### config.mk
export PLATFORM = sky130hd
export DESIGN_NAME = i2c_slave_timeout_monitor
export DESIGN_NICKNAME = d
export VERILOG_FILES = /design/src/include/tmo_pkg.sv /design/src/include/i2c_evt_if.sv /design/src/core/i2c_front_end.sv /design/src/core/i2c_slave_timeout_monitor.sv
export SDC_FILE = /design/constraint.sdc
export NUM_CORES = 1
export LEC_CHECK = 0
export BUFFER_PORTS_ARGS = -buffer_cell sky130_fd_sc_hd__buf_2
export CAP_MARGIN = 5
export CORE_ASPECT_RATIO = 0.5
export CORE_MARGIN = 4
export CORE_UTILIZATION = 45
export CTS_BUF_LIST = sky130_fd_sc_hd__clkbuf_16
export CTS_CLUSTER_DIAMETER = 150
export DETAILED_ROUTE_END_ITERATION = 8
export PLACE_DENSITY = 0.8
export SETUP_SLACK_MARGIN = 0.1
export SYNTH_ARGS = -nofsm -noshare
export SYNTH_HDL_FRONTEND = slang
export SYNTH_SLANG_ARGS = --single-unit
### constraint.sdc
create_clock -name CLK -period 2.2 [get_ports CLK]
set_clock_uncertainty 0.1 [all_clocks]
set_input_delay 0 -clock CLK [delete_from_list [all_inputs] [get_ports CLK]]
set_output_delay 0 -clock CLK [all_outputs]
set_load 0.005 [all_outputs]
### src/include/tmo_pkg.sv
// Constants, register map and state types for the I2C time-out monitor.
// Assumes a single 250 MHz clock and a synchronous active-high reset.
package tmo_pkg;

   // Register byte addresses.
   localparam logic [31:0] OFS_TMO_CTRL = 32'h0000_0000;
   localparam logic [31:0] OFS_OWN = 32'h0000_0004;
   localparam logic [31:0] OFS_STAT = 32'h0000_0008;
   localparam logic [31:0] OFS_MODE = 32'h0000_000C;

   // Field positions.
   localparam int TE_BIT = 7;
   localparam int TF_BIT = 6;
   localparam int SEL_MSB = 5;
   localparam int OWN_MSB = 6;
   localparam int MODE_MSB = 7;
   localparam int MODE_EN = 0;
   localparam int STAT_AMF = 0;
   localparam int STAT_BUSY = 1;
   localparam int STAT_RW = 2;
   localparam int SH_MSB = 7;
   localparam int RW_POS = 0;

   // Reset values.
   localparam logic [7:0] TMO_CTRL_RST = 8'h00;
   localparam logic [6:0] OWN_RST = 7'h00;
   localparam logic [7:0] MODE_RST = 8'h00;
   localparam logic [2:0] STAT_RST = 3'h0;
   localparam logic LINE_IDLE = 1'h1;

   // Counting constants.
   localparam logic [4:0] DIV_MAX = 5'h1F;
   localparam logic [4:0] DIV_RST = 5'h00;
   localparam logic [5:0] CNT_RST = 6'h00;
   localparam logic [3:0] ADDR_BITS = 4'h8;
   localparam logic [3:0] BYTE_BITS = 4'h9;
   localparam logic [3:0] BITS_RST = 4'h0;

   // AXI responses.
   localparam logic [1:0] RESP_OKAY = 2'h0;
   localparam logic [1:0] RESP_SLVERR = 2'h2;

   // Front-end bus tracking states.
   typedef enum logic [4:0] {
      FE_IDLE = 5'h01,
      FE_ADDR = 5'h02,
      FE_ACK = 5'h04,
      FE_DATA = 5'h08,
      FE_SKIP = 5'h10
   } fe_state_t;

   // Time-out counter states.
   typedef enum logic [1:0] {
      TM_IDLE = 2'h1,
      TM_RUN = 2'h2
   } tm_state_t;

endpackage

### src/include/i2c_evt_if.sv
// Bundle between the I2C bus front end and the time-out monitor.
// Assumes both ends run on the same clock.
`timescale 1ns/100ps
interface i2c_evt_if;
   logic scl;
   logic sda;
   logic enable;
   logic clear;
   logic hold;
   logic [6:0] own_addr;
   logic scl_fall;
   logic stop;
   logic addr_match;
   logic byte_done;
   logic rw;
   logic busy;
   logic sda_drive;
   logic scl_drive;

   // Front end side.
   modport fe (
      input scl, sda, enable, clear, hold, own_addr,
      output scl_fall, stop, addr_match, byte_done, rw, busy,
      output sda_drive, scl_drive
   );

   // Monitor side.
   modport mon (
      output scl, sda, enable, clear, hold, own_addr,
      input scl_fall, stop, addr_match, byte_done, rw, busy,
      input sda_drive, scl_drive
   );
endinterface

### src/core/i2c_front_end.sv
// I2C slave bus front end: conditions, address match, ack and stretch.
// Assumes SCL and SDA samples are already synchronous to clk.
`timescale 1ns/100ps
module i2c_front_end (
   // Clock and reset.
   input wire logic clk,
   input wire logic rst,
   // Line samples and events toward the monitor.
   i2c_evt_if.fe bus
);

   logic scl_q;
   logic sda_q;
   logic rise;
   logic start;
   logic kill;
   logic addr_hit;
   logic byte_end;
   logic ack_end;
   logic [3:0] bits_q;
   logic [7:0] shift_q;
   tmo_pkg::fe_state_t st_q;

   // Bus conditions from the previous and current line samples.
   assign bus.scl_fall = scl_q & ~bus.scl;
   assign rise = ~scl_q & bus.scl;
   assign start = scl_q & bus.scl & sda_q & ~bus.sda;
   assign bus.stop = scl_q & bus.scl & ~sda_q & bus.sda;
   assign kill = rst | bus.clear | ~bus.enable;
   assign addr_hit = (st_q == tmo_pkg::FE_ADDR) && bus.scl_fall &&
      (bits_q == tmo_pkg::ADDR_BITS) &&
      (shift_q[tmo_pkg::SH_MSB:tmo_pkg::RW_POS+1] == bus.own_addr);
   assign byte_end = (st_q == tmo_pkg::FE_DATA) && bus.scl_fall &&
      (bits_q == tmo_pkg::BYTE_BITS);
   assign ack_end = (st_q == tmo_pkg::FE_ACK) && bus.scl_fall;

   // Previous line samples; idle lines read high.
   always_ff @(posedge clk) begin
      if (rst) begin
         scl_q <= tmo_pkg::LINE_IDLE;
         sda_q <= tmo_pkg::LINE_IDLE;
      end else begin
         scl_q <= bus.scl;
         sda_q <= bus.sda;
      end
   end

   // Transfer tracking: address shift, bit count and direction.
   always_ff @(posedge clk) begin
      if (kill) begin
         st_q <= tmo_pkg::FE_IDLE;
         bits_q <= tmo_pkg::BITS_RST;
         shift_q <= '0;
         bus.rw <= 1'h0;
         bus.busy <= 1'h0;
      end else if (start) begin
         st_q <= tmo_pkg::FE_ADDR;
         bits_q <= tmo_pkg::BITS_RST;
         bus.busy <= 1'h1;
      end else if (bus.stop) begin
         st_q <= tmo_pkg::FE_IDLE;
         bus.busy <= 1'h0;
      end else begin
         case (st_q)
            tmo_pkg::FE_ADDR: begin
               if (rise) begin
                  shift_q <= {shift_q[tmo_pkg::SH_MSB-1:0], bus.sda};
                  bits_q <= bits_q + 4'h1;
               end else if (bus.scl_fall &&
                            bits_q == tmo_pkg::ADDR_BITS) begin
                  st_q <= addr_hit ? tmo_pkg::FE_ACK : tmo_pkg::FE_SKIP;
                  bus.rw <= shift_q[tmo_pkg::RW_POS];
               end
            end
            tmo_pkg::FE_ACK: begin
               if (ack_end) begin
                  st_q <= tmo_pkg::FE_DATA;
                  bits_q <= tmo_pkg::BITS_RST;
               end
            end
            tmo_pkg::FE_DATA: begin
               if (rise) begin
                  bits_q <= bits_q + 4'h1;
               end else if (byte_end) begin
                  bits_q <= tmo_pkg::BITS_RST;
               end
            end
            tmo_pkg::FE_IDLE, tmo_pkg::FE_SKIP: begin
               st_q <= st_q;
            end
            default: begin
               st_q <= tmo_pkg::FE_IDLE;
            end
         endcase
      end
   end

   // Event pulses, address ack on SDA and clock stretch on SCL.
   always_ff @(posedge clk) begin
      if (kill) begin
         bus.addr_match <= 1'h0;
         bus.byte_done <= 1'h0;
         bus.sda_drive <= 1'h0;
         bus.scl_drive <= 1'h0;
      end else begin
         bus.addr_match <= addr_hit;
         bus.byte_done <= byte_end;
         bus.sda_drive <= addr_hit | (bus.sda_drive & ~ack_end);
         bus.scl_drive <= (ack_end | bus.scl_drive) & bus.hold;
      end
   end

endmodule // i2c_front_end

### src/core/i2c_slave_timeout_monitor.sv
// I2C slave time-out monitor with AXI4-Lite registers.
// Assumes synchronous line samples and a one-cycle subsidiary tick input.
//
// Design decisions made here: the AXI4-Lite slave port and the register offsets.
`timescale 1ns/100ps
module i2c_slave_timeout_monitor (
   // Clock and reset.
   input wire logic CLK,
   input wire logic RST,
   // Subsidiary clock tick, one cycle per subsidiary period.
   input wire logic SUB_TICK,
   // I2C lines: samples in, open-drain drive out.
   input wire logic SCL_I,
   input wire logic SDA_I,
   output logic SCL_O,
   output logic SCL_OE,
   output logic SDA_O,
   output logic SDA_OE,
   // Shared serial interrupt request.
   output logic IRQ,
   // AXI4-Lite write address and data.
   input wire logic S_AXI_AWVALID,
   input wire logic [31:0] S_AXI_AWADDR,
   output logic S_AXI_AWREADY,
   input wire logic S_AXI_WVALID,
   input wire logic [31:0] S_AXI_WDATA,
   input wire logic [3:0] S_AXI_WSTRB,
   output logic S_AXI_WREADY,
   // AXI4-Lite write response.
   output logic S_AXI_BVALID,
   output logic [1:0] S_AXI_BRESP,
   input wire logic S_AXI_BREADY,
   // AXI4-Lite read.
   input wire logic S_AXI_ARVALID,
   input wire logic [31:0] S_AXI_ARADDR,
   output logic S_AXI_ARREADY,
   output logic S_AXI_RVALID,
   output logic [31:0] S_AXI_RDATA,
   output logic [1:0] S_AXI_RRESP,
   input wire logic S_AXI_RREADY
);

   i2c_evt_if evt ();

   logic aw_hs;
   logic w_hs;
   logic ar_hs;
   logic do_wr;
   logic aw_full_d;
   logic w_full_d;
   logic rvalid_d;
   logic aw_full_q;
   logic w_full_q;
   logic [31:0] waddr_q;
   logic [31:0] wdata_q;
   logic [3:0] wstrb_q;
   logic wr_lo;
   logic wr_ctrl;
   logic wr_own;
   logic wr_stat;
   logic wr_mode;
   logic wr_map;
   logic te_q;
   logic tf_q;
   logic [5:0] sel_q;
   logic [6:0] own_q;
   logic [7:0] mode_q;
   logic amf_q;
   tmo_pkg::tm_state_t tm_q;
   logic running;
   logic [4:0] div_q;
   logic [5:0] cnt_q;
   logic div_tick;
   logic timeout;
   logic [31:0] rd_val;
   logic rd_map;

   ////////////////////////////////////////////////////////////////////////
   // Bus front end.

   i2c_front_end u_fe (
      .clk(CLK),
      .rst(RST),
      .bus(evt)
   );

   // Line samples and controls handed to the front end.
   assign evt.scl = SCL_I;
   assign evt.sda = SDA_I;
   assign evt.own_addr = own_q;
   assign evt.enable = mode_q[tmo_pkg::MODE_EN];
   assign evt.hold = amf_q;
   assign evt.clear = timeout;

   ////////////////////////////////////////////////////////////////////////
   // Time-out counter.

   assign div_tick = SUB_TICK && (div_q == tmo_pkg::DIV_MAX);
   assign running = (tm_q == tmo_pkg::TM_RUN);
   assign timeout = running && te_q && div_tick && (cnt_q == sel_q) &&
      !evt.scl_fall && !evt.stop;

   // Run control: armed by a match, ended by STOP, overflow or disable.
   always_ff @(posedge CLK) begin
      if (RST) begin
         tm_q <= tmo_pkg::TM_IDLE;
      end else begin
         case (tm_q)
            tmo_pkg::TM_IDLE: begin
               if (evt.addr_match && te_q) begin
                  tm_q <= tmo_pkg::TM_RUN;
               end
            end
            tmo_pkg::TM_RUN: begin
               if (timeout || evt.stop || !te_q) begin
                  tm_q <= tmo_pkg::TM_IDLE;
               end
            end
            default: begin
               tm_q <= tmo_pkg::TM_IDLE;
            end
         endcase
      end
   end

   // Prescaler and period count, restarted by each SCL fall.
   always_ff @(posedge CLK) begin
      if (RST || !running || evt.scl_fall) begin
         div_q <= tmo_pkg::DIV_RST;
         cnt_q <= tmo_pkg::CNT_RST;
      end else if (SUB_TICK) begin
         div_q <= div_q + 5'h01;
         if (div_tick) begin
            cnt_q <= cnt_q + 6'h01;
         end
      end
   end

   ////////////////////////////////////////////////////////////////////////
   // Register file.

   // Write strobes per register; only byte lane 0 carries data.
   assign wr_lo = do_wr && wstrb_q[0];
   assign wr_ctrl = wr_lo && (waddr_q == tmo_pkg::OFS_TMO_CTRL);
   assign wr_own = wr_lo && (waddr_q == tmo_pkg::OFS_OWN);
   assign wr_stat = wr_lo && (waddr_q == tmo_pkg::OFS_STAT);
   assign wr_mode = wr_lo && (waddr_q == tmo_pkg::OFS_MODE);
   assign wr_map = (waddr_q == tmo_pkg::OFS_TMO_CTRL) ||
      (waddr_q == tmo_pkg::OFS_OWN) || (waddr_q == tmo_pkg::OFS_STAT) ||
      (waddr_q == tmo_pkg::OFS_MODE);

   // Control register, all zero at reset.
   always_ff @(posedge CLK) begin
      if (RST) begin
         te_q <= tmo_pkg::TMO_CTRL_RST[tmo_pkg::TE_BIT];
         tf_q <= tmo_pkg::TMO_CTRL_RST[tmo_pkg::TF_BIT];
         sel_q <= tmo_pkg::TMO_CTRL_RST[tmo_pkg::SEL_MSB:0];
      end else begin
         if (timeout) begin
            te_q <= 1'h0;
         end else if (wr_ctrl) begin
            te_q <= wdata_q[tmo_pkg::TE_BIT];
         end
         if (timeout) begin
            tf_q <= 1'h1;
         end else if (wr_ctrl) begin
            tf_q <= wdata_q[tmo_pkg::TF_BIT];
         end
         if (wr_ctrl) begin
            sel_q <= wdata_q[tmo_pkg::SEL_MSB:0];
         end
      end
   end

   always_ff @(posedge CLK) begin
      if (RST) begin
         own_q <= tmo_pkg::OWN_RST;
         mode_q <= tmo_pkg::MODE_RST;
      end else begin
         if (wr_own) begin
            own_q <= wdata_q[tmo_pkg::OWN_MSB:0];
         end
         if (wr_mode) begin
            mode_q <= wdata_q[tmo_pkg::MODE_MSB:0];
         end
      end
   end

   // Status back to reset value on time-out; match set beats clear.
   always_ff @(posedge CLK) begin
      if (RST || timeout) begin
         amf_q <= tmo_pkg::STAT_RST[tmo_pkg::STAT_AMF];
      end else if (evt.addr_match) begin
         amf_q <= 1'h1;
      end else if (wr_stat && wdata_q[tmo_pkg::STAT_AMF]) begin
         amf_q <= 1'h0;
      end
   end

   // Shared interrupt pulse from all three sources.
   always_ff @(posedge CLK) begin
      if (RST) begin
         IRQ <= 1'h0;
      end else begin
         IRQ <= evt.addr_match | evt.byte_done | timeout;
      end
   end

   always_ff @(posedge CLK) begin
      if (RST) begin
         SCL_O <= 1'h0;
         SDA_O <= 1'h0;
         SCL_OE <= 1'h0;
         SDA_OE <= 1'h0;
      end else begin
         SCL_O <= 1'h0;
         SDA_O <= 1'h0;
         SCL_OE <= evt.scl_drive && !timeout;
         SDA_OE <= evt.sda_drive && !timeout;
      end
   end

   ////////////////////////////////////////////////////////////////////////
   // AXI4-Lite slave.

   // Handshakes and next occupancy of the holding registers.
   assign aw_hs = S_AXI_AWVALID && S_AXI_AWREADY;
   assign w_hs = S_AXI_WVALID && S_AXI_WREADY;
   assign ar_hs = S_AXI_ARVALID && S_AXI_ARREADY;
   assign do_wr = aw_full_q && w_full_q && !S_AXI_BVALID;
   assign aw_full_d = aw_hs || (aw_full_q && !do_wr);
   assign w_full_d = w_hs || (w_full_q && !do_wr);
   assign rvalid_d = ar_hs || (S_AXI_RVALID && !S_AXI_RREADY);

   // Write address and data holding, taken in either order.
   always_ff @(posedge CLK) begin
      if (RST) begin
         aw_full_q <= 1'h0;
         w_full_q <= 1'h0;
         S_AXI_AWREADY <= 1'h0;
         S_AXI_WREADY <= 1'h0;
         waddr_q <= '0;
         wdata_q <= '0;
         wstrb_q <= '0;
      end else begin
         aw_full_q <= aw_full_d;
         w_full_q <= w_full_d;
         S_AXI_AWREADY <= !aw_full_d;
         S_AXI_WREADY <= !w_full_d;
         if (aw_hs) begin
            waddr_q <= S_AXI_AWADDR;
         end
         if (w_hs) begin
            wdata_q <= S_AXI_WDATA;
            wstrb_q <= S_AXI_WSTRB;
         end
      end
   end

   // Write response; unmapped addresses answer SLVERR.
   always_ff @(posedge CLK) begin
      if (RST) begin
         S_AXI_BVALID <= 1'h0;
         S_AXI_BRESP <= tmo_pkg::RESP_OKAY;
      end else if (do_wr) begin
         S_AXI_BVALID <= 1'h1;
         S_AXI_BRESP <= wr_map ? tmo_pkg::RESP_OKAY : tmo_pkg::RESP_SLVERR;
      end else if (S_AXI_BREADY) begin
         S_AXI_BVALID <= 1'h0;
      end
   end

   // Read multiplexer; unused bits read as zero.
   always_comb begin
      rd_val = '0;
      rd_map = 1'h1;
      case (S_AXI_ARADDR)
         tmo_pkg::OFS_TMO_CTRL: begin
            rd_val[tmo_pkg::TE_BIT] = te_q;
            rd_val[tmo_pkg::TF_BIT] = tf_q;
            rd_val[tmo_pkg::SEL_MSB:0] = sel_q;
         end
         tmo_pkg::OFS_OWN: begin
            rd_val[tmo_pkg::OWN_MSB:0] = own_q;
         end
         tmo_pkg::OFS_STAT: begin
            rd_val[tmo_pkg::STAT_AMF] = amf_q;
            rd_val[tmo_pkg::STAT_BUSY] = evt.busy;
            rd_val[tmo_pkg::STAT_RW] = evt.rw;
         end
         tmo_pkg::OFS_MODE: begin
            rd_val[tmo_pkg::MODE_MSB:0] = mode_q;
         end
         default: begin
            rd_map = 1'h0;
         end
      endcase
   end

   // Read channel: one read at a time, data one cycle after the address.
   always_ff @(posedge CLK) begin
      if (RST) begin
         S_AXI_ARREADY <= 1'h0;
         S_AXI_RVALID <= 1'h0;
         S_AXI_RDATA <= '0;
         S_AXI_RRESP <= tmo_pkg::RESP_OKAY;
      end else begin
         S_AXI_ARREADY <= !rvalid_d;
         S_AXI_RVALID <= rvalid_d;
         if (ar_hs) begin
            S_AXI_RDATA <= rd_val;
            S_AXI_RRESP <= rd_map ? tmo_pkg::RESP_OKAY : tmo_pkg::RESP_SLVERR;
         end
      end
   end

   ////////////////////////////////////////////////////////////////////////
   // Checks.

   property p_run_start;
      @(posedge CLK) disable iff (RST)
      (tm_q == tmo_pkg::TM_IDLE) && evt.addr_match && te_q
      |=> (tm_q == tmo_pkg::TM_RUN);
   endproperty
   a_run_start: assert property (p_run_start)
      else $error("Counter did not start after address match.");

   property p_fall_clear;
      @(posedge CLK) disable iff (RST)
      running && evt.scl_fall |=> (cnt_q == tmo_pkg::CNT_RST) &&
         (div_q == tmo_pkg::DIV_RST);
   endproperty
   a_fall_clear: assert property (p_fall_clear)
      else $error("SCL fall did not clear the counter.");

   property p_expire;
      @(posedge CLK) disable iff (RST)
      running && te_q && div_tick && (cnt_q == sel_q) &&
         !evt.scl_fall && !evt.stop |=> tf_q && !te_q;
   endproperty
   a_expire: assert property (p_expire)
      else $error("Period elapsed without time-out.");

   property p_stop_halt;
      @(posedge CLK) disable iff (RST)
      running && evt.stop |=> !running ##1 !tf_q || $stable(tf_q);
   endproperty
   a_stop_halt: assert property (p_stop_halt)
      else $error("STOP did not halt the counter.");

   property p_ovf_stop;
      @(posedge CLK) disable iff (RST)
      timeout |=> !te_q && !running ##1 (cnt_q == tmo_pkg::CNT_RST);
   endproperty
   a_ovf_stop: assert property (p_ovf_stop)
      else $error("Overflow left counter running or enabled.");

   property p_flag_sticky;
      @(posedge CLK) disable iff (RST)
      tf_q && !wr_ctrl |=> tf_q;
   endproperty
   a_flag_sticky: assert property (p_flag_sticky)
      else $error("Time-out flag cleared without a write.");

   property p_irq;
      @(posedge CLK) disable iff (RST)
      $rose(tf_q) && !$past(wr_ctrl) |-> IRQ;
   endproperty
   a_irq: assert property (p_irq)
      else $error("Time-out raised no interrupt.");

   property p_keep_regs;
      @(posedge CLK) disable iff (RST)
      timeout |=> $stable(own_q) && $stable(mode_q);
   endproperty
   a_keep_regs: assert property (p_keep_regs)
      else $error("Time-out altered address or mode register.");

   property p_stat_reset;
      @(posedge CLK) disable iff (RST)
      timeout |=> !amf_q ##1 !evt.busy;
   endproperty
   a_stat_reset: assert property (p_stat_reset)
      else $error("Status not reset by time-out.");

   property p_disabled;
      @(posedge CLK) disable iff (RST)
      !te_q && !wr_ctrl |=> $stable(tf_q) && !running;
   endproperty
   a_disabled: assert property (p_disabled)
      else $error("Disabled monitor changed flag or ran.");

   property p_release;
      @(posedge CLK) disable iff (RST)
      timeout |=> !SCL_OE && !SDA_OE ##1 !SCL_OE && !SDA_OE;
   endproperty
   a_release: assert property (p_release)
      else $error("Lines still driven after time-out.");

endmodule // i2c_slave_timeout_monitor

== Word level (Yosys, flattened, before mapping) ==
Cells that the tools add are included.

* Output and inout bits: 46
* Bits of input ports: 110
* Logic and storage cells: 194
* Register bits after elaboration: 125

* Add/subtract/negate cells: 3
* Equal/unequal tests: 29
* Reduce and logical (&&, ||, !) cells: 71
* Multiplexer cells: 29
* Bitwise operators: 25

{| class="wikitable"
|+ Operators with widths
! operator !! count
|-
| 32-bit by 4-bit == test with 1-bit output (second input constant) || 4
|-
| 32-bit by 3-bit == test with 1-bit output (second input constant) || 2
|-
| 32-bit logical NOT || 2
|-
| 1-bit logical AND || 30
|-
| 4-bit case mux with 3 select lines || 2
|-
| 5-bit two-way mux || 4
|-
| 4-bit two-way mux || 4
|-
| 5-bit case mux with 3 select lines || 1
|-
| 2-bit two-way mux || 6
|-
| 3-bit case mux with 4 select lines || 1
|-
| 4-bit AND reduction || 3
|-
| 1-bit logical NOT || 11
|-
| 1-bit logical OR || 11
|-
| 5-bit == test (second input constant) || 2
|-
| 1-bit NOT || 10
|-
| 5-bit AND reduction || 2
|-
| 1-bit AND || 9
|-
| 1-bit two-way mux || 9
|-
| 4-bit == test (second input constant) || 2
|-
| 2-bit nonzero test || 4
|-
| 7-bit == test || 1
|-
| 6-bit by 1-bit adder with 6-bit output (second input constant) || 1
|-
| 6-bit == test || 1
|-
| 2-bit by 1-bit inequality test with 1-bit output (second input constant) || 3
|-
| 21 further kinds || 32
|}

== Logic depth before layout (Yosys ltp) ==
Gate-level depths: netlist of the first run.

* Depth in word-level cells: 11
* Mapped depth: 9

== By module ==
From an unflattened synthesis of the first run, not the netlist that was laid out.

* Cells, all modules: 653
* Area, all modules: 5607.9 sq um

{| class="wikitable"
|+ By module, submodules not included
! module !! cells an instance !! area an instance (sq um) !! sequential area each (sq um) !! instances
|-
| i2c_slave_timeout_monitor || 515 || 4369.2 || 1961.9 || 1
|-
| i2c_front_end || 138 || 1238.7 || 500.5 || 1
|}

== Worst setup path after synthesis of the first run ==
Ideal clock, no wire load.

* Path type: register to register
* Start: register div_q[0]
* End: register u_fe.bus.scl_drive
* Period minus slack after synthesis: 1.985 ns
* Arrival time: 1.769 ns
* Path slack: 0.215 ns
* Buffers on the path: 1
* Stages on the path, launching flop included: 10
* Required time: 1.984 ns
* Cells stage by stage: dfxtp_1 -> ha_1 -> and3_1 -> ha_1 -> nand2_1 -> nor4b_2 -> nand4_1 -> nand3b_1 -> buf_4 -> nor2_1

* Longest elaborated chain between the ends: 8

{| class="wikitable"
|+ Ends and longest elaborated chain
! element !! RTL line !! source
|-
| start, declared || i2c_slave_timeout_monitor.sv:71 || <nowiki>logic [4:0] div_q;</nowiki>
|-
| start signal, assigned || i2c_slave_timeout_monitor.sv:129 || <nowiki>div_q <= tmo_pkg::DIV_RST;</nowiki>
|-
| start signal, assigned || i2c_slave_timeout_monitor.sv:132 || <nowiki>div_q <= div_q + 5'h01;</nowiki>
|-
| 5-bit == test || i2c_slave_timeout_monitor.sv:98 || <nowiki>assign div_tick = SUB_TICK && (div_q == tmo_pkg::DIV_MAX);</nowiki>
|-
| 1-bit logical AND || i2c_slave_timeout_monitor.sv:98 ||
|-
| 1-bit logical AND (3 in series) || i2c_slave_timeout_monitor.sv:100 || <nowiki>assign timeout = running && te_q && div_tick && (cnt_q == sel_q) &&</nowiki>
|-
| 1-bit logical AND || i2c_slave_timeout_monitor.sv:101 || <nowiki>!evt.scl_fall && !evt.stop;</nowiki>
|-
| 1-bit OR (2 in series) || i2c_front_end.sv:29 || <nowiki>assign kill = rst | bus.clear | ~bus.enable;</nowiki>
|-
| end signal, assigned || i2c_front_end.sv:109 || <nowiki>bus.scl_drive <= (ack_end | bus.scl_drive) & bus.hold;</nowiki>
|-
| end, declared || i2c_evt_if.sv:24 || <nowiki>output sda_drive, scl_drive</nowiki>
|}

Every way passes these cells.
A chain may end at the register's enable or synchronous reset.

== Final worst setup path of the first run ==
* Start: register S_AXI_ARREADY
* End: register S_AXI_RRESP[1]

* Longest elaborated chain between the ends: 1

{| class="wikitable"
|+ Ends and longest elaborated chain
! element !! RTL line !! source
|-
| start, declared || i2c_slave_timeout_monitor.sv:36 || <nowiki>output logic S_AXI_ARREADY,</nowiki>
|-
| start signal, assigned || i2c_slave_timeout_monitor.sv:308 || <nowiki>S_AXI_ARREADY <= !rvalid_d;</nowiki>
|-
| 1-bit logical AND || i2c_slave_timeout_monitor.sv:229 || <nowiki>assign ar_hs = S_AXI_ARVALID && S_AXI_ARREADY;</nowiki>
|-
| end signal, assigned || i2c_slave_timeout_monitor.sv:306 || <nowiki>S_AXI_RRESP <= tmo_pkg::RESP_OKAY;</nowiki>
|-
| end signal, assigned || i2c_slave_timeout_monitor.sv:312 || <nowiki>S_AXI_RRESP <= rd_map ? tmo_pkg::RESP_OKAY : tmo_pkg::RESP_SLVERR;</nowiki>
|-
| end, declared || i2c_slave_timeout_monitor.sv:39 || <nowiki>output logic [1:0] S_AXI_RRESP,</nowiki>
|}

Every way passes these cells.

==> metrics.txt, run 1 <==
first-pass detailed-route iteration total 5; Max FO, Critical Path 3; Static Leakage 3.17 nW; most frequent cells after synthesis 123 x dfxtp_1, 104 x nand2_1, 66 x nor2_1, 59 x a21oi_1, 36 x mux2i_1; antenna-violating nets left 0; Setup Viol. Count Final 0; layout cell share with drive strength beyond 1 0.225; P_sw around 1.3 mW; Mapped Area 5350 sq um; fin crit share 0.932; Max clock buf depth 2; Final Max Slew Viols 0; crit path max-delay cell type dlygate4sd3_1; area leader, netlist dfxtp_1; number of global-route vias before repair 5067; crit path DAT between 2 and 2.5 ns; Critical Path Start Type flop; CP bufs+invs 1; Core Area approximately 11000 sq um; Synth Instances 615; post-synthesis sequential area ratio 0.461; Synth area leaders dfxtp_1 46%, nand2_1 7.3%, mux2i_1 6.7%, a21oi_1 5.5%, nor2_1 4.6%; Async SR Flop Fraction 0; Avg Inst Size Synth 8.69 sq um; fin worst setup slack 0.150 ns; critical-path cell list nand2_1 > or4_4 > nor3_4 > nor3_1 > dlygate4sd3_1; die outline width 162 microns; Worst Path Required 2.40 ns; H-tree depth 4; Max Cap Viol 0; Combinational Power Share 0.074; Hold WC Path Type in2reg; clock sink count 123; Post-DP HPWL 8.70 mm; RD Place Congestion 0.863; setup tns final 0 ns; Pint 4.27 mW; YS warnings 0; Setup CP Type reg2reg; Hold Fails Final Rpt 0; grt total ovfl 0; CTS tree yes; Wirelength per Cell 16.2 microns; # IOs 156; Synth Register Bits 123; die area 13800 sq um; switch share 0.233; vias per cell 5.34; Non-Filler Instances 975; top cell type's share of synthesized area 0.461; Max VDD drop between 0.6 and 0.7 mV; Period minus WS final 2.05 ns; synth unique cells 54; total power approximately 5.6 mW; initial antenna violation count 0; Clock Power Share 0.509; global-route wire length before repair around 24 mm; Worst-Margin Slew 0.543 ns; post-place setup slack 0.0723 ns; leading register cell type out of synthesis dfxtp_1; Slew HR 0.638; pin count of the biggest net entering global routing 36; cell with the most instances after synthesis dfxtp_1; clock-pin slew of the registers on the worst-case setup and hold paths around 0.060 ns; max frequency 488 MHz; share of power burned in registers 0.417; Vias 5203; Nets between 900 and 1000; port bufs 100; Area growth syn-to-layout 40.7%; starting density of the core 0.474; Die Span Y around 85 microns; gr usage total 0.219; delay-heaviest family, CP simple AND/OR/NAND/NOR gates; Largest stage delay, worst path between 0.5 and 0.6 ns; Starting DRT DRC Count between 500 and 600; clk_lat worst skew 0.42 ns; RSZ-0062 raised after global routing true; drt drc 0; std cell rows 27; final wirelength 15.8 mm; Root Driver clkbuf_16; dpl cells 856; Crit. End Element flop; Post-synth EDFFs 0; diode count 0; status complete, no violations; P per Cell Area approximately 740 nW/um^2; Num CTS Buffers 17
[flip-flops by register name, summed over array words and instances, names as in the netlist, 2 cells and up]
register      flops
wdata_q           8
u_fe.bits_q       4
cnt_q             6
evt.own_addr      7
u_fe.shift_q      8
sel_q             6
div_q             5
tm_q              2
mode_q            8
waddr_q          32
S_AXI_RDATA       8
u_fe.st_q         5
[repair_timing]
action	in CTS	in global routing
buffers inserted	6	6
cloned	1	0
pin swaps	3	14
hold buffers	75	0
endpoints found under the hold margin	63	0
endpoints found under the setup margin	21	28
resized for setup	9	23
[cells in the final DEF (no fill, tap or decap), types with 5 or more instances in the layout]
cell type / Yosys / final
a21oi_1: 59 / 59
a22oi_1: 5 / 5
buf_2: 1 / 100
buf_4: 29 / 20
clkbuf_16: 0 / 17
conb_1: 1 / 28
dfxtp_1: 123 / 120
dlygate4sd3_1: 0 / 75
mux2i_1: 36 / 36
nand2_1: 104 / 102
nand2b_1: 8 / 8
nand3_1: 15 / 15
nand3b_1: 5 / 5
nand4_1: 10 / 10
nor2_1: 66 / 61
nor2_4: 0 / 5
nor4_1: 15 / 15
o21ai_0: 13 / 13
xnor2_1: 10 / 10
xor2_1: 12 / 12
[per-stage QoR]
| stage | utilization | hold slack [ns] | cell area [sq um] |
|---|---|---|---|
| 2_1_floorplan | - | 0.00658 | 5450 |
| 3_3_place_gp | 0.527 | 0.142 | 5940 |
| 3_5_place_dp | 0.527 | 0.143 | 5940 |
| 4_1_cts | 0.657 | 0.000387 | 7410 |
| 5_1_grt | 0.667 | 0.0481 | 7520 |
| 6_report | 0.667 | 0.00269 | 7520 |
[worst reg2reg max path, cell delays in order (launching register included)]
cell and delay [ns]:
dfxtp_1 0.37, nand2_1 0.10, or4_4 0.50, nor3_4 0.22, nor3_1 0.07, dlygate4sd3_1 0.57
[power groups by stage]
stage	sequential [mW]	combinational [mW]	clock (mW)
after floorplan	2.35	0.210	0
after global placement	2.36	0.286	0
after detailed placement	2.36	0.291	0
after CTS	2.31	0.391	2.83
after global routing	2.32	0.456	2.95
final	2.32	0.413	2.83
[cells by family (layout without fill, tap and decap cells)]
family                     count (synthesis)  after routing  synth area share
and+or+nand+nor                          270            270             0.248
DFF                                      123            123             0.461
adders and majority gates                  6              6            0.0140
buffers and inverters                     62            236            0.0641
muxes                                     39             39            0.0800
other                                      1             28          0.000701
AOI/OAI and AO/OA                         92             92            0.0969
xor gates and xnor gates                  22             22            0.0360
[cell type report]
cell class | count | area, sq um
Inverter | 4 | 15.0
Clock inverter | 15 | 173
Sequential cell | 123 | 2470
Multi-Input combinational cell | 457 | 2750
Fill cell | 769 | 3760
Clock buffer | 17 | 425
Timing Repair Buffer | 200 | 1490
Tap cell | 159 | 199
[worst paths after layout]
check / start / end / slack, ns / cells after the start
setup / recovery: S_AXI_ARREADY / S_AXI_RRESP[1] / 0.15 / 5
setup reg to reg: S_AXI_ARREADY / S_AXI_RRESP[1] / 0.15 / 5
hold reg to reg: waddr_q[5] / waddr_q[5] / 0.36 / 2
hold / removal: S_AXI_WVALID / wdata_q[7] / 0.003 / 4
[per-layer routing]
layer | part of all wire | track usage
met5 | 0 | 0
met4 | 0.027 | 0.0837
met3 | 0.080 | 0.0558
met2 | 0.50 | 0.390
met1 | 0.40 | 0.256
Power figures use the tool's default switching activity.
==> run 2, diff against run 1 <==
- BUFFER_PORTS_ARGS: -buffer_cell sky130_fd_sc_hd__buf_2 -> default
- DONT_BUFFER_PORTS: default -> 1
- PLACE_DENSITY: 0.8 -> 0.69
==> metrics.txt, run 2 (same netlist as run 1, synthesis figures left out) <==
Non-Filler Instances 893 (-8.4%); fin crit share 0.961 (+0.0292); Max clock buf depth 2 (unchanged); vias per cell 5.26 (-1.4%); P_sw 1.17 mW (-9.7%); Post-DP HPWL 8.12 mm (-6.7%); Worst-Margin Slew 0.670 ns (+0.128 ns); crit path max-delay cell type dfxtp_4; pin count of the biggest net entering global routing 90 (+150%); CTS tree yes; port bufs 0 (-100%); crit path DAT 2.31 ns (+0.06 ns); Crit path top cell by count ha_4; Die Span Y 85.1 microns (unchanged); Clock Power Share 0.488 (-0.021); Crit. End Element flop; routed wl met3 940 microns (-26%); Root Driver clkbuf_16; Max VDD drop 0.612 mV (-12%); Area growth syn-to-layout 33.7%; Critical Path Start Type flop; total power 5.25 mW (-5.6%); setup tns final 0 ns (unchanged); status complete, no violations; clk_lat worst skew 0.41 ns (about the same); Metal-1 WL 6.07 mm (-2.8%); layout cell share with drive strength beyond 1 0.0899 (-0.136); Largest stage delay, worst path 0.36 ns (-0.21 ns); max FFs per register 32 (unchanged); Setup Viol. Count Final 0 (unchanged); Final Max Slew Viols 0 (unchanged); Combinational Power Share 0.071 (-0.003); post-place setup slack 0.0846 ns (+0.0123 ns); Period minus WS final 2.11 ns (+0.0643 ns); Slew HR 0.552 (-0.0865); number of global-route vias before repair 4723 (-6.8%); share of power burned in registers 0.441 (+0.024); Vias 4697 (-9.7%); std cell rows 27 (unchanged); Static Leakage 2.81 nW (-11%); Wirelength per Cell 16.1 microns (-0.19%); Starting DRT DRC Count 336 (-34%); RD Place Congestion 0.903 (+4.6%); die area 13800 sq um (unchanged); leading cell type in the layout, fill and taps excluded dfxtp_1; drt drc 0 (unchanged); Max FO, Critical Path 8 (+5); diode count 0 (unchanged); DR top layer met4; Nets 838 (-8.8%); grt total ovfl 0 (unchanged); Max Cap Viol 0 (unchanged); # IOs 156 (unchanged); Worst Path Required 2.40 ns (about the same); Num CTS Buffers 17 (unchanged); fin worst setup slack 0.0858 ns (-0.0643 ns); clock sink count 123 (unchanged); starting density of the core 0.474 (unchanged); RSZ-0062 raised after global routing true; final wirelength 14.4 mm (-8.6%); initial antenna violation count 0 (unchanged); Hold Fails Final Rpt 0 (unchanged); Hold WC Path Type in2reg; gr usage total 0.208 (-0.0109); antenna-violating nets left 0 (unchanged); dpl cells 753 (-12%); WL met2 7.06 mm (-9.8%); die outline width 162 microns (unchanged); most frequent cells in the layout 121 x dfxtp_1, 103 x nand2_1, 103 x dlygate4sd3_1, 61 x nor2_1, 57 x a21oi_1; most flop-heavy register waddr_q; H-tree depth 4 (unchanged); Core Area 11300 sq um (unchanged); clock-pin slew of the registers on the worst-case setup and hold paths 0.05 ns (about the same); global-route wire length before repair 23.1 mm (-4.8%); Setup CP Type reg2reg; critical-path cell list ha_4 > and3_4 > ha_4 > nand2_4 > nor4b_4 > nand4_1 > nand3b_1 > clkbuf_16 > nor2_1; switch share 0.223 (-0.0102); first-pass detailed-route iteration total 5 (unchanged); Pint 4.08 mW (-4.3%); max frequency 473 MHz (-3.0%); P per Cell Area 735 nW/um^2 (-0.61%)
-- run 2: cell count changes in the layout (fill, tap and decap cells not counted), moves of 3 or more --
cell,before,now
buf_2,100,0
dlygate4sd3_1,75,103
buf_4,20,13
clkinv_1,2,5
clkinvlp_4,4,1
dfxtp_2,3,0
nor2_2,1,4
nor2_4,5,2
-- run 2: final cells by class --
class,instances,area [sq um]
tap,159,199
clock inverter,14,114
timing repair buffer,119,1200
multi-input combinational,457,2720
sequential,123,2470
fill,884,4140
inverter,4,15.0
clock buffer,17,425
-- run 2: final timing paths --
kind / start / to / slack, ns / depth (start not counted)
worst max-delay path: div_q[1] / u_fe.shift_q[7] / 0.09 / 9
worst min-delay path: S_AXI_AWVALID / waddr_q[9] / 0.07 / 4
worst max register to register: div_q[1] / u_fe.shift_q[7] / 0.09 / 9
worst min register to register: u_fe.bus.sda_drive / SDA_OE / 0.35 / 1
-- run 2: power groups by stage --
stage,registers (mW),clock network [mW],logic [mW]
global placement,2.36,0,0.168
CTS,2.32,2.59,0.349
global route,2.32,2.72,0.410
finish,2.32,2.56,0.372
detailed placement,2.36,0,0.172
floorplan,2.35,0,0.210
-- run 2: through the flow --
step | area, sq um | hold WS [ns] | utilization
floorplan | 5450 | 0.00658 | -
global placement | 5410 | -0.0238 | 0.479
detailed placement | 5410 | -0.0221 | 0.479
CTS | 7010 | 0.0478 | 0.621
global route | 7150 | 0.0934 | 0.633
finish | 7150 | 0.0664 | 0.633
-- run 2: routing by layer --
layer / global-route usage / up-vias
met2: 0.358 / 178
met1: 0.251 / 2197
met5: 0 / -
met4: 0.0890 / 0
met3: 0.0514 / 38
li1: - / 2284
-- run 2: critical path: cells and delay by family (launching register included) --
kind          cells  cell delay [ns]
fa+ha+maj         2             0.27
buf+inv           1             0.20
simple gates      6             1.07
flops             1             0.36
-- run 2: repair_timing --
item,4_1_cts,5_1_grt
gates resized for setup,0,22
hold buffers,104,0
endpoints found under the setup margin,17,32
setup buffers,1,3
endpoints found under the hold margin,123,0
pin swaps,1,7
gates cloned,0,1
==> run 3, diff against run 2 <==
- CTS_BUF_LIST: sky130_fd_sc_hd__clkbuf_16 -> default
- PLACE_DENSITY: 0.69 -> 0.71
- clock period: 2.2 -> 1.73 ns (I/O delays scaled with it)
==> metrics.txt, run 3 (same netlist as run 1, synthesis figures left out) <==
internal reg-to-reg setup slack -0.41 ns (-0.50 ns); Core Area 11300 sq um (unchanged); Max VDD drop 0.856 mV (+40%); initial antenna violation count 0 (unchanged); fin worst setup slack -0.411 ns (-0.496 ns); Pint 5.44 mW (+33%); Worst Path Required 1.92 ns (-0.48 ns); max frequency 467 MHz (-1.2%); Root Driver clkbuf_16; Worst R2R End u_fe.shift_q[5]; clock-pin slew of the registers on the worst-case setup and hold paths 0.05 ns (about the same); fin crit share 1.24 (+0.276); status finished with violations; post-place setup slack -0.261 ns (-0.346 ns); global route hottest layer met2; Static Leakage 2.68 nW (-4.5%); Max FO, Critical Path 8 (unchanged); most flop-heavy register waddr_q; Placed Area 5780 sq um (+6.9%); total power 6.93 mW (+32%); Hold WC Path Type in2reg; clock sink count 123 (unchanged); vias per cell 5.31 (+1.0%); layout cell share with drive strength beyond 1 0.250 (+0.160); Layout Cell Area excl Fill 6970 sq um (-2.4%); Hold Crit Start RST; final wirelength 13.7 mm (-5.2%); Max Cap Viol 0 (unchanged); worst r2r path cells 10 (+1); Vias 4538 (-3.4%); Period minus WS final 2.14 ns (+0.0264 ns); clk_lat worst skew 0.41 ns (about the same); met1 usage 0.246 (-0.00411); leading cell type in the layout, fill and taps excluded dfxtp_1; Post-DP HPWL 8.72 mm (+7.5%); P per Cell Area 995 nW/um^2 (+35%); most frequent cells in the layout 109 x dfxtp_1, 99 x nand2_1, 56 x nor2_1, 54 x buf_4, 51 x a21oi_1; RD Place Congestion 0.836 (-7.4%); H-tree depth 4 (unchanged); met2 Track Usage GR 0.338 (-0.0205); violated checks negative hold slack, negative setup slack; Hold Path Depth 1 (-3); CTS tree yes; std cell rows 27 (unchanged); R2R Path Start div_q[0]; first-pass detailed-route iteration total 5 (unchanged); crit path DAT 2.33 ns (+0.02 ns); die outline width 162 microns (unchanged); number of global-route vias before repair 4423 (-6.4%); share of power burned in registers 0.426 (-0.015); max FFs per register 32 (unchanged); RSZ-0062 raised after global routing true; Wirelength per Cell 16.0 microns (-0.90%); grt total ovfl 0 (unchanged); global-route wire length before repair 22.2 mm (-4.3%); Setup Viol. Count Final 36 (+36); die area 13800 sq um (unchanged); drt drc 0 (unchanged); Max clock buf depth 2 (unchanged); Non-Filler Instances 854 (-4.4%); gr usage total 0.198 (-0.0103); Final Max Slew Viols 0 (unchanged); pin count of the biggest net entering global routing 90 (unchanged); diode count 0 (unchanged); starting density of the core 0.474 (unchanged); Combinational Power Share 0.048 (-0.023); port bufs 0 (unchanged); Starting DRT DRC Count 255 (-24%); P_sw 1.49 mW (+27%); quantity of hold-fixing buffers added after cts 11 (-89%); Crit. End Element flop; hold_ws -0.449 ns (-0.516 ns); Hold Fails Final Rpt 112 (+112); Critical Path Start Type flop; antenna-violating nets left 0 (unchanged); dpl cells 799 (+6.1%); # IOs 156 (unchanged); Clock Power Share 0.526 (+0.038); Num CTS Buffers 17 (unchanged); M3 GR Usage 0.0461 (-0.00534); Nets 798 (-4.8%); Setup CP Type reg2reg; Area growth syn-to-layout 30.4%; Die Span Y 85.1 microns (unchanged); switch share 0.215 (-0.00788); Worst Hold Path EP waddr_q[26]
[run 3: cell types whose count changed in the layout (fill, tap and decap cells not counted), moves of 4 or more]
cell,before,now
a21oi_2,2,8
nor4_1,15,10
buf_4,13,54
dfxtp_1,121,109
buf_6,0,11
dfxtp_2,0,14
nor2_1,61,56
nor4_4,0,4
nand2_1,103,99
a21oi_1,57,51
nor2_2,4,8
dlygate4sd3_1,103,10
clkinv_1,5,0
[run 3: cell type report]
cell class | count | area, sq um
Clock inverter | 10 | 140
Tap cell | 159 | 199
Timing Repair Buffer | 79 | 709
Multi-Input combinational cell | 457 | 2950
Clock buffer | 22 | 474
Fill cell | 892 | 4310
Sequential cell | 123 | 2480
Inverter | 4 | 15.0
[run 3: what timing repair did]
action                     CTS  global route
hold endpoints to repair   123           111
gates cloned                 1             1
pin swaps                   21            30
setup buffers                9             3
gates resized for setup     55            35
setup endpoints to repair   63            64
[run 3: worst max path at each step]
stage / startpoint / to / depth (start not counted)
global placement: div_q[1] / u_fe.bus.busy / 9
detailed placement: div_q[1] / u_fe.bus.busy / 9
finish: div_q[0] / u_fe.shift_q[5] / 10
global route: div_q[0] / u_fe.shift_q[5] / 10
floorplan: div_q[1] / u_fe.bus.scl_drive / 9
CTS: div_q[1] / u_fe.shift_q[7] / 10
[run 3: power by group through the flow]
stage	logic [mW]	registers (mW)	clock network, mW
6_report	0.330	2.96	3.65
5_1_grt	0.367	2.96	3.86
4_1_cts	0.320	2.95	3.68
3_5_place_dp	0.246	3.00	0
3_3_place_gp	0.239	3.00	0
2_1_floorplan	0.272	2.99	0
[run 3: critical path, cell delays in order, from the launching register on]
cell      delay [ns]
dfxtp_2         0.35
ha_4            0.14
and3_4          0.19
ha_4            0.14
nand2_4         0.05
nor4b_4         0.29
nand4_1         0.25
nand3b_1        0.21
buf_4           0.14
buf_12          0.12
nor2_1          0.05
[run 3: routing by layer]
| layer | wire (microns) | vias up | share of wire |
|---|---|---|---|
| met5 | 0 | - | 0 |
| met4 | 312 | 0 | 0.023 |
| met3 | 697 | 28 | 0.051 |
| met2 | 6660 | 133 | 0.49 |
| met1 | 5990 | 2173 | 0.44 |
| li1 | - | 2204 | - |
[run 3: metrics by stage]
stage | setup TNS [ns] | util
6_report | -9.85 | 0.618
5_1_grt | -13.25 | 0.618
4_1_cts | -6.08 | 0.603
3_5_place_dp | -8.81 | 0.512
3_3_place_gp | -7.01 | 0.512
2_1_floorplan | -3.00 | -
